[config.mk]
export PLATFORM = sky130hd
export DESIGN_NAME = pps_sfr_bank
export DESIGN_NICKNAME = d
export VERILOG_FILES = /design/src/pps_pkg.sv /design/src/pps_debug_hold.sv /design/src/pps_sfr_bank.sv
export VERILOG_INCLUDE_DIRS = /design/src
export SDC_FILE = /design/constraint.sdc
export NUM_CORES = 1
export LEC_CHECK = 0
export ABC_AREA = 1
export BUFFER_PORTS_ARGS = -buffer_cell sky130_fd_sc_hd__buf_2
export CAP_MARGIN = 0
export CORE_MARGIN = 2
export CORE_UTILIZATION = 58
export CTS_CLUSTER_SIZE = 20
export DETAILED_ROUTE_END_ITERATION = 16
export PLACE_DENSITY_LB_ADDON = 0.2
export SLEW_MARGIN = 10
export SYNTH_ARGS = -nofsm -noshare
export SYNTH_HDL_FRONTEND = slang
export SYNTH_SLANG_ARGS = --single-unit
[constraint.sdc]
create_clock -name i_clk -period 3.65 [get_ports i_clk]
set_input_delay 0.1825 -clock i_clk [delete_from_list [all_inputs] [get_ports i_clk]]
set_output_delay 0.1825 -clock i_clk [all_outputs]
set_load 0.1 [all_outputs]
[src/pps_map.svh]
// Offsets, reset values, field positions and counts of the port/pointer/trim register bank
`ifndef PPS_MAP_SVH
`define PPS_MAP_SVH

// ==========================================
// Register offsets in the special function register space
`define PPS_OFS_PORT0 8'h80
`define PPS_OFS_STACK_PTR 8'h81
`define PPS_OFS_PTR_LOW 8'h82
`define PPS_OFS_PTR_HIGH 8'h83
`define PPS_OFS_TRIM_HIGH 8'h84
`define PPS_OFS_TRIM_LOW 8'h85
`define PPS_OFS_PORT1 8'h90
`define PPS_OFS_PORT2 8'ha0
`define PPS_OFS_PORT3 8'hb0

// ==========================================
// Reset values
`define PPS_RST_PORT_HI 8'hff
`define PPS_RST_PORT_LO 8'h01
`define PPS_RST_STACK_PTR 8'h07
`define PPS_RST_PTR_BYTE 8'h00
`define PPS_RST_FAST24 1'b0

// ==========================================
// Field positions in the low trim register
`define PPS_TRIM_BIT0_POS 0
`define PPS_FAST24_POS 4

// ==========================================
// Debug pin hold after reset, in low-speed RC clock cycles
`define PPS_DEBUG_HOLD_CYCLES 10'd600

`endif

[src/pps_pkg.sv]
// Types shared by the port/pointer/trim register bank
package pps_pkg;

  typedef logic [7:0] pps_byte_t;

  // Debug pin mode after reset, one-hot
  typedef enum logic [1:0] {
    PPS_DBG_QUASI = 2'b01,
    PPS_DBG_INPUT = 2'b10
  } pps_dbg_state_e;

endpackage

[src/pps_debug_hold.sv]
// Timer that keeps the debug pins in quasi mode for a fixed count of slow RC cycles
`timescale 1ns/1ps
`include "pps_map.svh"

module pps_debug_hold (
  input wire logic i_clk,
  input wire logic i_rst_n,
  input wire logic i_ce,
  input wire logic i_low_speed_rc_osc_tick,
  output logic o_quasi_mode
);

  pps_pkg::pps_dbg_state_e state_r;
  logic [9:0] count_r;

  // ==========================================
  // Hold state machine, counts slow RC ticks since reset
  always_ff @(posedge i_clk) begin
    if (!i_rst_n) begin
      state_r <= pps_pkg::PPS_DBG_QUASI;
      count_r <= 10'd0;
    end else if (i_ce) begin
      case (state_r)
        pps_pkg::PPS_DBG_QUASI: begin
          if (i_low_speed_rc_osc_tick) begin
            // Switch on the last of the counted ticks
            if (count_r == `PPS_DEBUG_HOLD_CYCLES - 10'd1) begin
              state_r <= pps_pkg::PPS_DBG_INPUT;
            end
            count_r <= count_r + 10'd1;
          end
        end
        pps_pkg::PPS_DBG_INPUT: begin
          count_r <= count_r;
        end
        default: begin
          state_r <= pps_pkg::PPS_DBG_QUASI;
          count_r <= 10'd0;
        end
      endcase
    end
  end

  // Registered mode flag for the pads
  always_ff @(posedge i_clk) begin
    if (!i_rst_n) begin
      o_quasi_mode <= 1'b1;
    end else if (i_ce) begin
      o_quasi_mode <= (state_r == pps_pkg::PPS_DBG_QUASI) &&
                      !(i_low_speed_rc_osc_tick && count_r == `PPS_DEBUG_HOLD_CYCLES - 10'd1);
    end
  end

endmodule

[src/pps_sfr_bank.sv]
// Port latches, stack pointer, data pointers and oscillator trim registers
//
// Overview of operation
// - After reset all pins are inputs with drivers off until software chooses; the debug pins stay quasi with pull-up, the rest float.
// - With reset-pin-disable unprogrammed, port 2 bit 0 always reads zero; code reads zero only while i_reset_pin_disable_cfg is high.
// - Debug pins stay quasi with pull-up 600 slow RC cycles, then become inputs.
// - Trim registers take writes only during the timed-access unlock window.
// - With reset-pin-disable programmed, port 2 bit 0 is input-only, reads pin level; the code reads the pin only while i_reset_pin_disable_cfg is low.
// - Port 3 bit 0 is general purpose only while internal oscillator clocks system.
// - Otherwise port 3 bit 0 is oscillator input; writes ignored, reads zero.
// - Push or call increments stack pointer first, then stores at new address.
// - Stack pointer resets to 07H, so first stacked byte lands at 08H.
// - Low and high bytes form a 16-bit data pointer, each writable, reset zero.
// - Pointer-select bit chooses which of two data pointers the bytes access.
// - Ports bit addressable on all pages; ports 0,1 reset ff, ports 2,3 reset 01.
// - Both trim registers load the factory 16 MHz trim value on reset.
`timescale 1ns/1ps
`include "pps_map.svh"

module pps_sfr_bank (
  input wire logic i_clk,
  input wire logic i_rst_n,
  input wire logic i_ce,
  input wire logic [7:0] i_sfr_addr,
  input wire logic i_sfr_wr,
  input wire logic [7:0] i_sfr_wdata,
  input wire logic i_sfr_rd,
  input wire logic i_bit_wr,
  input wire logic [7:0] i_bit_addr,
  input wire logic i_bit_wdata,
  input wire logic i_timed_access_unlock,
  input wire logic i_reset_pin_disable_cfg,
  input wire logic i_int_osc_selected,
  input wire logic i_pointer_select_bit,
  input wire logic [31:0] i_pin_drive_en,
  input wire logic [7:0] i_port0_pin,
  input wire logic [7:0] i_port1_pin,
  input wire logic [7:0] i_port2_pin,
  input wire logic [7:0] i_port3_pin,
  input wire logic i_low_speed_rc_osc_tick,
  input wire logic [8:0] i_fast_osc_trim_default,
  input wire logic i_push,
  input wire logic i_pop,
  input wire logic i_data_pointer_inc,
  output logic [7:0] o_sfr_rdata,
  output logic o_sfr_hit,
  output logic [7:0] o_port0_out,
  output logic [7:0] o_port1_out,
  output logic [7:0] o_port2_out,
  output logic [7:0] o_port3_out,
  output logic [7:0] o_port0_oe,
  output logic [7:0] o_port1_oe,
  output logic [7:0] o_port2_oe,
  output logic [7:0] o_port3_oe,
  output logic o_debug_quasi_mode,
  output logic [7:0] o_stack_addr,
  output logic o_stack_we,
  output logic [15:0] o_data_pointer,
  output logic [8:0] o_fast_osc_trim_value,
  output logic o_fast_osc_24mhz_select
);

  // ==========================================
  // Address decode
  logic wr_sp;
  logic wr_dpl;
  logic wr_dph;
  logic wr_trim_hi;
  logic wr_trim_lo;
  logic trim_unlocked;
  logic ext_osc_mode;
  logic p20_readable;

  assign wr_sp = i_sfr_wr && (i_sfr_addr == `PPS_OFS_STACK_PTR);
  assign wr_dpl = i_sfr_wr && (i_sfr_addr == `PPS_OFS_PTR_LOW);
  assign wr_dph = i_sfr_wr && (i_sfr_addr == `PPS_OFS_PTR_HIGH);
  // Trim writes outside the unlock window are dropped silently
  assign trim_unlocked = i_timed_access_unlock;
  assign wr_trim_hi = i_sfr_wr && trim_unlocked && (i_sfr_addr == `PPS_OFS_TRIM_HIGH);
  assign wr_trim_lo = i_sfr_wr && trim_unlocked && (i_sfr_addr == `PPS_OFS_TRIM_LOW);
  // Port 3 bit 0 belongs to the oscillator unless the internal one runs
  assign ext_osc_mode = !i_int_osc_selected;
  // Port 2 bit 0 only carries the pin while the reset-pin-disable config input is low
  assign p20_readable = !i_reset_pin_disable_cfg;

  // ==========================================
  // Port latches and pad controls, one copy per port
  logic [7:0] port_latch [4];
  logic [7:0] port_oe [4];
  logic [7:0] port_pin [4];

  assign port_pin[0] = i_port0_pin;
  assign port_pin[1] = i_port1_pin;
  assign port_pin[2] = i_port2_pin;
  assign port_pin[3] = i_port3_pin;

  function automatic logic [7:0] port_ofs(input int idx);
    case (idx)
      0: port_ofs = `PPS_OFS_PORT0;
      1: port_ofs = `PPS_OFS_PORT1;
      2: port_ofs = `PPS_OFS_PORT2;
      default: port_ofs = `PPS_OFS_PORT3;
    endcase
  endfunction

  genvar gp;
  generate
    for (gp = 0; gp < 4; gp++) begin : g_port
      logic [7:0] latch_r;
      logic [7:0] oe_r;
      logic [7:0] lock_mask;
      logic [7:0] byte_ofs;
      logic byte_wr;
      logic bit_wr;
      logic [2:0] bit_idx;

      assign byte_ofs = port_ofs(gp);
      assign byte_wr = i_sfr_wr && (i_sfr_addr == byte_ofs);
      // Bit addresses of a port share the upper five bits of its byte address
      assign bit_wr = i_bit_wr && (i_bit_addr[7:3] == byte_ofs[7:3]);
      assign bit_idx = i_bit_addr[2:0];
      // Bit 0 of port 3 refuses writes while it is the oscillator input
      assign lock_mask = (gp == 3 && ext_osc_mode) ? 8'h01 : 8'h00;

      // Output latch, reset value depends on the port
      always_ff @(posedge i_clk) begin
        if (!i_rst_n) begin
          latch_r <= (gp < 2) ? `PPS_RST_PORT_HI : `PPS_RST_PORT_LO;
        end else if (i_ce) begin
          if (byte_wr) begin
            latch_r <= (i_sfr_wdata & ~lock_mask) | (latch_r & lock_mask);
          end else if (bit_wr && !lock_mask[bit_idx]) begin
            latch_r[bit_idx] <= i_bit_wdata;
          end
        end
      end

      // Drivers stay off after reset until the pin mode selects a driver
      always_ff @(posedge i_clk) begin
        if (!i_rst_n) begin
          oe_r <= 8'h00;
        end else if (i_ce) begin
          if (gp == 2) begin
            oe_r <= i_pin_drive_en[gp*8 +: 8] & 8'hfe;
          end else if (gp == 3) begin
            oe_r <= i_pin_drive_en[gp*8 +: 8] & ~lock_mask;
          end else begin
            oe_r <= i_pin_drive_en[gp*8 +: 8];
          end
        end
      end

      assign port_latch[gp] = latch_r;
      assign port_oe[gp] = oe_r;
    end
  endgenerate

  assign o_port0_out = port_latch[0];
  assign o_port1_out = port_latch[1];
  assign o_port2_out = port_latch[2];
  assign o_port3_out = port_latch[3];
  assign o_port0_oe = port_oe[0];
  assign o_port1_oe = port_oe[1];
  assign o_port2_oe = port_oe[2];
  assign o_port3_oe = port_oe[3];

  // ==========================================
  // Debug pin hold after reset
  pps_debug_hold u_debug_hold (
    .i_clk(i_clk),
    .i_rst_n(i_rst_n),
    .i_ce(i_ce),
    .i_low_speed_rc_osc_tick(i_low_speed_rc_osc_tick),
    .o_quasi_mode(o_debug_quasi_mode)
  );

  // ==========================================
  // Stack pointer
  logic [7:0] sp_r;
  logic [7:0] sp_inc;

  assign sp_inc = sp_r + 8'h01;

  // Push wins over a register write in the same cycle
  always_ff @(posedge i_clk) begin
    if (!i_rst_n) begin
      sp_r <= `PPS_RST_STACK_PTR;
    end else if (i_ce) begin
      if (i_push) begin
        sp_r <= sp_inc;
      end else if (i_pop) begin
        sp_r <= sp_r - 8'h01;
      end else if (wr_sp) begin
        sp_r <= i_sfr_wdata;
      end
    end
  end

  // Store strobe points at the already incremented address
  always_ff @(posedge i_clk) begin
    if (!i_rst_n) begin
      o_stack_addr <= 8'h00;
      o_stack_we <= 1'b0;
    end else if (i_ce) begin
      o_stack_we <= i_push;
      if (i_push) begin
        o_stack_addr <= sp_inc;
      end
    end
  end

  // ==========================================
  // Two data pointers, bytes reach only the selected one
  logic [15:0] dptr0_r;
  logic [15:0] second_data_pointer_r;
  logic [15:0] data_pointer_act;

  assign data_pointer_act = i_pointer_select_bit ? second_data_pointer_r : dptr0_r;

  always_ff @(posedge i_clk) begin
    if (!i_rst_n) begin
      dptr0_r <= {`PPS_RST_PTR_BYTE, `PPS_RST_PTR_BYTE};
    end else if (i_ce && !i_pointer_select_bit) begin
      if (i_data_pointer_inc) begin
        dptr0_r <= dptr0_r + 16'h0001;
      end else if (wr_dpl) begin
        dptr0_r[7:0] <= i_sfr_wdata;
      end else if (wr_dph) begin
        dptr0_r[15:8] <= i_sfr_wdata;
      end
    end
  end

  always_ff @(posedge i_clk) begin
    if (!i_rst_n) begin
      second_data_pointer_r <= {`PPS_RST_PTR_BYTE, `PPS_RST_PTR_BYTE};
    end else if (i_ce && i_pointer_select_bit) begin
      if (i_data_pointer_inc) begin
        second_data_pointer_r <= second_data_pointer_r + 16'h0001;
      end else if (wr_dpl) begin
        second_data_pointer_r[7:0] <= i_sfr_wdata;
      end else if (wr_dph) begin
        second_data_pointer_r[15:8] <= i_sfr_wdata;
      end
    end
  end

  // Registered copy of the active pointer, one cycle behind the selection
  always_ff @(posedge i_clk) begin
    if (!i_rst_n) begin
      o_data_pointer <= 16'h0000;
    end else if (i_ce) begin
      o_data_pointer <= data_pointer_act;
    end
  end

  // ==========================================
  // Oscillator trim, factory value loaded at reset instead of a constant
  always_ff @(posedge i_clk) begin
    if (!i_rst_n) begin
      o_fast_osc_trim_value <= i_fast_osc_trim_default;
      o_fast_osc_24mhz_select <= `PPS_RST_FAST24;
    end else if (i_ce) begin
      if (wr_trim_hi) begin
        o_fast_osc_trim_value[8:1] <= i_sfr_wdata;
      end
      if (wr_trim_lo) begin
        // Only bits 4 and 0 exist, the rest are dropped
        o_fast_osc_trim_value[0] <= i_sfr_wdata[`PPS_TRIM_BIT0_POS];
        o_fast_osc_24mhz_select <= i_sfr_wdata[`PPS_FAST24_POS];
      end
    end
  end

  // ==========================================
  // Read data, registered; unmapped addresses return zero
  logic [7:0] rd_mux;
  logic rd_hit;
  logic [7:0] trim_lo_view;

  always_comb begin
    trim_lo_view = 8'h00;
    trim_lo_view[`PPS_TRIM_BIT0_POS] = o_fast_osc_trim_value[0];
    trim_lo_view[`PPS_FAST24_POS] = o_fast_osc_24mhz_select;
  end

  // Port reads return pin levels, with the shared bits masked
  always_comb begin
    rd_hit = 1'b1;
    case (i_sfr_addr)
      `PPS_OFS_PORT0: rd_mux = port_pin[0];
      `PPS_OFS_PORT1: rd_mux = port_pin[1];
      `PPS_OFS_PORT2: rd_mux = {port_pin[2][7:1], port_pin[2][0] & p20_readable};
      `PPS_OFS_PORT3: rd_mux = {port_pin[3][7:1], port_pin[3][0] & !ext_osc_mode};
      `PPS_OFS_STACK_PTR: rd_mux = sp_r;
      `PPS_OFS_PTR_LOW: rd_mux = data_pointer_act[7:0];
      `PPS_OFS_PTR_HIGH: rd_mux = data_pointer_act[15:8];
      `PPS_OFS_TRIM_HIGH: rd_mux = o_fast_osc_trim_value[8:1];
      `PPS_OFS_TRIM_LOW: rd_mux = trim_lo_view;
      default: begin
        rd_mux = 8'h00;
        rd_hit = 1'b0;
      end
    endcase
  end

  always_ff @(posedge i_clk) begin
    if (!i_rst_n) begin
      o_sfr_rdata <= 8'h00;
      o_sfr_hit <= 1'b0;
    end else if (i_ce) begin
      if (i_sfr_rd) begin
        o_sfr_rdata <= rd_mux;
        o_sfr_hit <= rd_hit;
      end else begin
        o_sfr_hit <= 1'b0;
      end
    end
  end

endmodule

Word-level counts from Yosys, hierarchy flattened
Memories as Yosys holds them, arrays and structs flattened. Index checks and enable logic that the tools add are counted.

Add/subtract/negate cells: 5. Order comparisons: 2. Equality and inequality tests: 22. Multiplexer cells: 39. Bitwise operators: 8. Reduce and logical (&&, ||, !) cells: 52.

Operators with widths (count): two-way mux 8 bit (15); == test 8 bit (second input constant) (9); case mux 8 bit (9 select lines) (1); two-way mux 16 bit (3); adder 16 x 1 -> 16 bit (second input constant) (2); bitwise mux 8 bit (4); AND reduction 2 bit (12); logical AND 1 bit (23); == test 5 bit (second input constant) (4); case mux 10 bit (2 select lines) (1); two-way mux 9 bit (2); AND 8 bit (2); nonzero test 2 bit (6); adder 10 x 1 -> 10 bit (second input constant) (1); == test 10 bit (second input constant) (1); two-way mux 10 bit (1); AND reduction 3 bit (3); OR reduction 9 bit (1); adder 8 x 1 -> 8 bit (second input constant) (1); AND 8 x 1 -> 8 bit (1); NOT 1 -> 8 bit (1); bitwise OR 8 bit (1); subtractor 8 x 1 -> 8 bit (second input constant) (1); two-way mux 1 bit (7); 15 further kinds (25).

Bits in registers: 160. ROM bits: 8. Bits of input ports: 112. Output and inout bits: 109. Logic and storage cells: 153. Memories: 1.

Memory list: (no name shown) (words 8, width 1, rd ports 1, clocked after Yosys merged registers in 0, wr ports 0, line pps_sfr_bank.sv:132) `end else if (bit_wr && !lock_mask[bit_idx]) begin`.

Logic depth before layout (Yosys ltp)
Gate-level depths: netlist of run 1.

Depth after elaboration: 7. Gate-level depth with buffers: 12. Depth with buffers taken out: 11.

Hierarchy
From an unflattened synthesis of run 1, not the netlist that was laid out.

Cells, all modules: 1450. Area, all modules: 9085.0 µm².

By module, submodules not included: pps_sfr_bank (times used 1, cells each 1343, area each 8381.8 µm², seq. area each 3032.9 µm²); pps_debug_hold (times used 1, cells each 107, area each 703.2 µm², seq. area each 260.2 µm²).

Least setup slack after synthesis of run 1
OpenSTA, ideal clock, no wires.

Path kind: input-to-reg. Start: input port i_sfr_addr[5]. End: register o_fast_osc_trim_value[1], enable pin. Setup time: 384 ps. Arrival: 1505 ps. Data required time: 3266 ps. Path slack: 1761 ps. Cell stages on the path: 7. Buffers on the path: 2. Path through: buf_4 inv_2 nand2_1 nor2_4 buf_2 nand2_1 o21ai_0.

Longest elaborated chain between the ends: 4.

Ends and longest elaborated chain: start, declared (line pps_sfr_bank.sv:24) `input wire logic [7:0] i_sfr_addr,`; == test 8 bit; logical AND 1 bit (line pps_sfr_bank.sv:79) `` assign wr_trim_hi = i_sfr_wr && trim_unlocked && (i_sfr_addr == `PPS_OFS_TRIM_HIGH); ``; != test 2 x 1 -> 1 bit (no source line); AND reduction 2 bit (no source line); end signal, assigned (line pps_sfr_bank.sv:261) `o_fast_osc_trim_value <= i_fast_osc_trim_default;`; end signal, assigned (line pps_sfr_bank.sv:265) `o_fast_osc_trim_value[8:1] <= i_sfr_wdata;`; end, declared (line pps_sfr_bank.sv:59) `output logic [8:0] o_fast_osc_trim_value,`.

Every way passes these cells. A chain may end at the register's enable or synchronous reset.

Final worst setup path of run 1
Start: input port i_sfr_addr[3]. End: register g_port[1].latch_r[0] (netlist: o_port1_out[0]).

Longest elaborated chain between the ends: 4. Elaborated cells between the ends (all ways): 5. Classes of those cells: eq/ne (1); mux (1); reduce/logical (3).

Ends and longest elaborated chain: == test 8 bit * (line pps_sfr_bank.sv:118) `assign byte_wr = i_sfr_wr && (i_sfr_addr == byte_ofs);`; logical AND 1 bit * (line pps_sfr_bank.sv:118); nonzero test 2 bit (no source line); AND reduction 2 bit (no source line); end signal, assigned (line pps_sfr_bank.sv:128) `` latch_r <= (gp < 2) ? `PPS_RST_PORT_HI : `PPS_RST_PORT_LO; ``; end signal, assigned (line pps_sfr_bank.sv:131) `latch_r <= (i_sfr_wdata & ~lock_mask) | (latch_r & lock_mask);`; end signal, assigned by index (line pps_sfr_bank.sv:133) `latch_r[bit_idx] <= i_bit_wdata;`; end, declared (line pps_sfr_bank.sv:109) `logic [7:0] latch_r;`.

Every way passes the cells marked *; elsewhere a longest branch is shown, timed or not.

==> flow_summary.toml, run 1 <==
[layout]
mostFrequentLayoutCells = "nand2_1 (361), buf_2 (218), nor2_1 (191), o21ai_0 (182), dfxtp_1 (151)"
antennaDiodeCount = 0
final_common_cell = "nand2_1"
stdcell_count = 1822
layout-drive-gt1-share_pct = 17.44
fill_cells = 1267
nets = 1738
syn_to_final_growth_pct = 22.27

[timing]
timing.setup.tns_ps = 0
rsz0062_at_grt = "false"
post-route-min-period_ps = 2012
final_hold_viol_count = 0
min_period_over_period_pct = 55.11
worst_pin_slew_ps = 670.3
relSlewSlack_pct = 55.15
fmaxAchievable_mhz = 497.1
skew_ps = 10.85
setup_viol = 0
drv_slew = 0

[floorplan]
dieArea_um2 = 16450
row_count = 45
die_w_um = 128.3
core_area_um2 = 15150
start_util_pct = 59.12
io_pins = 221
die_y_um = 128.3

[power]
power.switching_mw = 1.565
p_per_area_nw_per_um2 = 423.9
seqPwrFrac_pct = 41.0
power_frac_clock_pct = 39.2
ir_drop_uv = 408.4
leakagePower_nw = 5.280
switching_share_pct = 33.71
p_int_mw = 3.076
p_comb_share_pct = 19.8

[yosys]
synth_top_cell_area_share_pct = 33.76
synth_ff_type = "dfxtp_1"
syn-num-nets = 1527
synthAdderAreaFrac_pct = 0.6986
async_flop_share_pct = 0
synth_cells = 1410
yosys.area_share.simple_pct = 35.88
synth_edf_count = 9
ys_ff_latch = 160
ys_top_cells_by_area = "dfxtp_1 (34%), nand2_1 (15%), o21ai_0 (10%)"
synth_xor_area_share_pct = 1.369
synth_top_area_cell = "dfxtp_1"
ys_seq_area_share_pct = 36.78
muxShareOfSynthArea_pct = 0
syn_area_per_cell_um2 = 6.351
synth_compound_area_share_pct = 16.52
syn-cell-area_um2 = 8955
synth_warnings = 0
synth_top_family_by_area = "simple AND/OR/NAND/NOR gates"
synth.distinct_cells = 40

[clock_tree]
cts_tree = "built"
ctsResizeCount = 0
cts_made_buffers = 17
clk_latency_ps = 430
clk_path_buf_depth = 2
cts_setup_buffers = 0
ctsHtreeMaxLevel = 4
cts-root-buf = "clkbuf_16"
path_clk_slew_ps = 70
hold_buffers = 30
cts_sinks = 160

[global_route]
track_usage_pct = 34.38
grt_pass1_vias = 9300
grt_pass1_wl_um = 45300
grt_max_degree = 60
grt_overflow = 0
antenna_found_initial = 1

[critical_path]
cp-start-kind = "input port"
path_class = "in -> reg"
cp-end-kind = "register"
required_ps = 3940
worst_path_largest_cell_delay_ps = 540
setup.worst_path.start = "i_sfr_addr[3]"
crit_arrival_ps = 2310
regToRegStartpoint = "second_data_pointer_r[0]"
path_max_fanout = 31
critPathSlowestCell = "a21oi_4"
critical_path.most_common_cell = "nand2_1"
critical_path.cell_chain = "buf_2 -> nor2_4 -> nand2_2 -> inv_2 -> nand3_2 -> a21oi_4 -> nand2_1 -> nand2_1 -> nand3_1"

[hold_path]
min_path_type = "in -> reg"
holdCritStartpoint = "i_fast_osc_trim_default[1]"

[drt]
drt_iter0_markers = 965
num_vias = 10210
wl_um = 28370
vias_per_cell = 5.605
ant_nets = 0
dr.pass1.iters = 6
drc = 0
detail_route.wl_per_cell_um = 15.57

[placed_design]
dp_hpwl_um = 19910
io_buffers = 218
place_inst = 1760
gp_congestion = 0.9645

[flow_run]
drv_cap = 0

[status]
outcome = "finished, final reports clean"
[layout make-up]
type,instances,area [um^2],area share [%]
Multi-Input combinational cell,1056,4881,44.58
Sequential cell,160,3293,30.08
Timing Repair Buffer,257,1459,13.32
Inverter,129,484.2,4.422
Clock buffer,18,429.2,3.920
Tap cell,188,235.2,2.148
Clock inverter,14,167.7,1.531
[final timing paths]
path                            slack [ps]  depth (start not counted)                   endpoint
worst max-delay path                  1640                          9             o_port1_out[0]
worst min register to register         460                          2             o_port1_out[6]
worst min-delay path                    20                          3   o_fast_osc_trim_value[1]
worst max register to register        1900                         10  second_data_pointer_r[12]
[metal layers]
layer / vias up / GRT usage, % / share of wire [%]
met5: - / 0 / 0.035
met4: 2 / 12.61 / 2.4
met3: 56 / 7.554 / 8.7
met2: 518 / 56.95 / 48
met1: 4595 / 44.02 / 41
li1: 5042 / - / -
[power groups by stage]
stage	Combinational (mW)	Clock [mW]	Sequential, mW
floorplan	0.308	0	2.29
global placement	0.869	0	1.94
detailed placement	0.877	0	1.94
CTS	0.906	1.84	1.90
global route	0.981	1.90	1.91
finish	0.918	1.82	1.91
[cells in the mapped netlist, types with 5 or more instances]
master    instances
nand4_1          28
o211ai_1         11
nor2_1          191
o21ai_0         182
buf_2            12
buf_1             5
edfxtp_1          9
nand2_1         361
inv_1           120
inv_2             7
a21oi_1          67
xor2_1           11
ha_1              5
clkbuf_1         41
nor3_1           16
nand3_1         146
dfxtp_1         151
[worst max-delay path: cells and delay by family]
kind / cells / cell delay [ps]
compound gates: 1 / 540
buf+inv: 2 / 500
simple gates: 6 / 1060
[per-stage QoR]
stage | total power [mW] | hold WS, ps | setup WS [ps] | instance area [um^2] | util (%)
CTS | 4.643 | 8.679 | 1675 | 10950 | 72.29
finish | 4.641 | 16.75 | 1638 | 10950 | 72.29
floorplan | 2.593 | 317.4 | 1761 | 8955 | -
detailed placement | 2.817 | 411.6 | 1223 | 10050 | 66.37
global route | 4.792 | 32.11 | 1413 | 10950 | 72.29
global placement | 2.807 | 403.1 | 1297 | 10050 | 66.37
[flip-flops by register name (all words and copies together) (netlist names), named ones only]
name                       cells
o_port3_oe                     8
o_stack_addr                   8
u_debug_hold.o_quasi_mode      1
o_fast_osc_trim_value          9
o_port0_out                    8
o_port3_out                    7
o_stack_we                     1
o_port1_out                    8
dptr0_r                       16
o_port2_out                    8
o_sfr_rdata                    8
u_debug_hold.state_r           2
second_data_pointer_r         16
u_debug_hold.count_r          10
sp_r                           8
o_port2_oe                     7
o_fast_osc_24mhz_select        1
o_data_pointer                16
o_port1_oe                     8
o_sfr_hit                      1
o_port0_oe                     8
[logic make-up (layout without fill, tap and decap cells)]
family	after synthesis	count (layout)
and+or+nand+nor	760	760
other	1	1
buffers and inverters	194	418
adders and majority gates	5	5
DFF	160	160
xor gates and xnor gates	14	14
AOI/OAI and AO/OA	276	276
(Power assumes the default switching activity.)
==> inputs of run 2 (changes only) <==
Settings changed: CORE_UTILIZATION 58 to 49.
Clock period 3.65 ns to 1.64 ns, I/O delays scaled along.
==> flow_summary.toml, run 2 (synthesis results as in run 1) <==
[layout]
mostFrequentLayoutCells = "nand2_1 (360), buf_2 (218), nor2_1 (185), o21ai_0 (177), dfxtp_1 (147)"
antennaDiodeCount = 0
syn_to_final_growth_pct = 30.85
stdcell_count = 1940
largestRegisters = "dptr0_r (16), o_data_pointer (16), second_data_pointer_r (16)"
layout-drive-gt1-share_pct = 21.39
nets = 1815
final_common_cell = "nand2_1"

[timing]
setup_viol = 0
min_period_over_period_pct = 94.19
final_hold_viol_count = 0
drv_slew = 0
rsz0062_at_grt = "true"
fmaxAchievable_mhz = 647.3
timing.setup.tns_ps = 0
skew_ps = 7.612
hold_slack_ps = 10.29
worst_pin_slew_ps = 569.4
post-route-min-period_ps = 1545
relSlewSlack_pct = 61.64

[floorplan]
die_w_um = 139.2
die_y_um = 139.2
core_area_um2 = 17960
start_util_pct = 49.85
row_count = 49
dieArea_um2 = 19370
io_pins = 221

[flow_run]
drv_cap = 0

[critical_path]
path_class = "reg -> reg"
cp-start-kind = "register"
crit_arrival_ps = 1870
critPathSlowestCell = "dfxtp_4"
regToRegStartpoint = "second_data_pointer_r[0]"
required_ps = 1960
cp-end-kind = "register"
critical-path-top-delay-family = "simple AND/OR/NAND/NOR gates"
worst_path_largest_cell_delay_ps = 380
critical_path.cell_chain = "ha_4 -> nand2_1 -> buf_4 -> inv_2 -> nand4_1 -> nor2_2 -> nand3_1 -> nand3_1 -> nand2_1 -> nor2_1 -> nor2_1"
setup.worst_path.start = "second_data_pointer_r[0]"
critPathBufInv = 2
path_max_fanout = 5

[power]
leakagePower_nw = 5.666
p_int_mw = 7.119
p_comb_share_pct = 20.7
switching_share_pct = 33.37
power.switching_mw = 3.566
power_mw = 10.68
ir_drop_uv = 1145
p_per_area_nw_per_um2 = 911.9
power_frac_clock_pct = 39.8
seqPwrFrac_pct = 39.6

[placed_design]
gp_congestion = 0.9263
place_inst = 1863
io_buffers = 218
dp_hpwl_um = 21900

[global_route]
antenna_found_initial = 0
track_usage_pct = 30.13
grt_pass1_vias = 9670
grt_pass1_wl_um = 47430
grt_overflow = 0
grt_max_degree = 57

[clock_tree]
clk_path_buf_depth = 2
cts_tree = "built"
cts-root-buf = "clkbuf_16"
ctsHtreeMaxLevel = 4
cts_sinks = 160
clk_latency_ps = 430
path_clk_slew_ps = 70
cts_made_buffers = 17

[status]
outcome = "finished, final reports clean"

[drt]
vias_per_cell = 5.336
dr.pass1.iters = 5
drc = 0
drt_iter0_markers = 956
detail_route.wl_per_cell_um = 15.52
ant_nets = 0
wl_um = 30100
num_vias = 10350

[hold_path]
holdCritStartpoint = "i_sfr_wdata[4]"
min_path_type = "in -> reg"
-- run 2: area by class of cell --
cell class	instances	area [um^2]
fill	1637	6246
multi-input combinational	1056	4931
sequential	160	3301
timing repair buffer	334	2087
inverter	129	484.2
clock buffer	18	429.2
tap	229	286.5
clock inverter	14	198.9
-- run 2: per-stage QoR --
step	setup WS [ps]	area (um^2)	utilization, %
2_1_floorplan	66.09	8955	-
3_5_place_dp	27.29	10590	58.97
3_3_place_gp	58.25	10590	58.97
6_report	95.24	11720	65.23
5_1_grt	-54.79	11720	65.23
4_1_cts	21.65	11630	64.73
-- run 2: final timing paths --
path,slack [ps],endpoint,cells past startpoint
max reg2reg,100,second_data_pointer_r[8],11
max,100,second_data_pointer_r[8],11
min reg2reg,460,o_port0_out[4],2
min,10,o_fast_osc_24mhz_select,3
-- run 2: what timing repair did --
action | CTS | global route
pin swaps | 0 | 4
setup endpoints to repair | 1 | 20
hold endpoints to repair | 40 | 0
setup buffers | 0 | 5
hold buffers | 40 | 0
cloned | 0 | 0
resized for setup | 1 | 22
-- run 2: power groups by stage --
| stage | logic, mW | registers, mW | clock network (mW) |
|---|---|---|---|
| after floorplan | 0.685 | 5.09 | 0 |
| after global placement | 2.07 | 4.30 | 0 |
| after detailed placement | 2.09 | 4.31 | 0 |
| after CTS | 2.17 | 4.22 | 4.30 |
| after global routing | 2.35 | 4.24 | 4.51 |
| final | 2.21 | 4.23 | 4.25 |
-- run 2: worst min-delay path, cell delays in order --
cell and delay [ps]:
buf_2 130, o21ai_0 90, a21oi_1 100
-- run 2: per-layer routing --
layer	global-route usage, %	wire [um]
met1	38.23	12900
met2	50.87	14560
met3	5.974	1878
met4	11.22	771
met5	0	0
==> inputs of run 3 (changes only) <==
Settings changed: RECOVER_POWER set to 100.
==> flow_summary.toml, run 3 (synthesis results as in run 1) <==
[status]
outcome = "finished, final reports clean"

[placed_design]
dp_hpwl_um = 21900
gp_congestion = 0.9263
place_area_um2 = 10590
place_inst = 1863
io_buffers = 218

[floorplan]
io_pins = 221
core_area_um2 = 17960
die_y_um = 139.2
row_count = 49
dieArea_um2 = 19370
start_util_pct = 49.85
die_w_um = 139.2

[power]
p_per_area_nw_per_um2 = 915.4
leakagePower_nw = 5.625
ir_drop_uv = 1146

[timing]
setup_viol = 0
hold_slack_ps = 7.658
drv_slew = 0
worst_pin_slew_ps = 665.2
fmaxAchievable_mhz = 637.7
min_period_over_period_pct = 95.62
skew_ps = 9.159
timing.setup.tns_ps = 0
post-route-min-period_ps = 1568
relSlewSlack_pct = 55.65
rsz0062_at_grt = "true"
final_hold_viol_count = 0

[drt]
vias_per_cell = 5.350
dr.pass1.iters = 5
detail_route.wl_per_cell_um = 15.55
drc = 0
num_vias = 10380
wl_um = 30160
drt_iter0_markers = 1029
ant_nets = 0

[critical_path]
path_class = "reg -> reg"
critPathSlowestCell = "dfxtp_4"
required_ps = 1960
cp-start-kind = "register"
crit_arrival_ps = 1890
cp-end-kind = "register"
path_max_fanout = 5
critical_path.cell_chain = "ha_4 -> nand2_1 -> buf_4 -> inv_2 -> nand4_1 -> nor2_2 -> nand3_1 -> nand3_1 -> nand2_1 -> nor2_1 -> nor2_1"
critical-path-top-delay-family = "simple AND/OR/NAND/NOR gates"
critPathBufInv = 2
worst_path_largest_cell_delay_ps = 380

[layout]
multi_input_area_um2 = 4901
mostFrequentLayoutCells = "nand2_1 (361), nor2_1 (188), o21ai_0 (178), dfxtp_1 (147), nand3_1 (146)"
final_area_um2 = 11660
layout-drive-gt1-share_pct = 20.81
antennaDiodeCount = 0
stdcell_count = 1940
nets = 1815
regArea_um2 = 3301
largestRegisters = "dptr0_r (16), o_data_pointer (16), second_data_pointer_r (16)"
syn_to_final_growth_pct = 30.22
fill_cells = 1656
final_common_cell = "nand2_1"

[global_route]
grt_pass1_vias = 9670
grt_max_degree = 57
track_usage_pct = 30.13
antenna_found_initial = 0
grt_overflow = 0
grt_pass1_wl_um = 47430

[clock_tree]
cts_sinks = 160
path_clk_slew_ps = 70
clk_path_buf_depth = 2
cts_tree = "built"
clk_latency_ps = 430
cts-root-buf = "clkbuf_16"
cts_made_buffers = 17
ctsHtreeMaxLevel = 4

[flow_run]
drv_cap = 0

[hold_path]
min_path_type = "in -> reg"
run 3: final timing paths:
| check | start | end | slack (ps) | depth (start not counted) |
|---|---|---|---|---|
| setup / recovery | second_data_pointer_r[0] | second_data_pointer_r[8] | 70 | 11 |
| hold / removal | i_sfr_wdata[4] | o_fast_osc_24mhz_select | 8 | 3 |
| setup reg to reg | second_data_pointer_r[0] | second_data_pointer_r[8] | 70 | 11 |
| hold reg to reg | o_port2_out[1] | o_port2_out[1] | 460 | 2 |
run 3: final cells by class:
cell class | count | area share (%)
clock buffers | 18 | 3.680
clock inverters | 14 | 1.706
inverters | 129 | 4.152
multi-input cells | 1056 | 42.03
flip-flops and latches | 160 | 28.30
well taps | 229 | 2.457
repair buffers | 334 | 17.67
run 3: through the flow:
stage               utilization (%)  setup slack, ps  power (mW)
floorplan                         -            66.09       5.771
global placement              58.97            58.25       6.375
detailed placement            58.97            27.29       6.396
CTS                           64.73            21.65       10.70
global route                  64.92           -54.79       11.09
finish                        64.92            71.83       10.67
run 3: routing by layer:
metal,part of all wire [%],track usage [%]
met5,0,0
met2,48,50.87
met3,6.2,5.974
met4,2.6,11.22
met1,43,38.23
run 3: timing repair:
item / 4_1_cts / 5_1_grt
endpoints found under the setup margin: 1 / 20
gates resized for setup: 1 / 22
hold buffers: 40 / 0
buffers inserted: 0 / 5
gates cloned: 0 / 0
endpoints found under the hold margin: 40 / 0
pin swaps: 0 / 4
run 3: tightest hold or removal path: stages:
cell and delay, ps:
buf_2 130, o21ai_0 90, a21oi_1 100
run 3: power by group:
part	total [mW]	internal, mW	switching (mW)
Combinational	2.19	0.553	1.64
Sequential	4.23	4.09	0.139
Clock	4.25	2.46	1.79
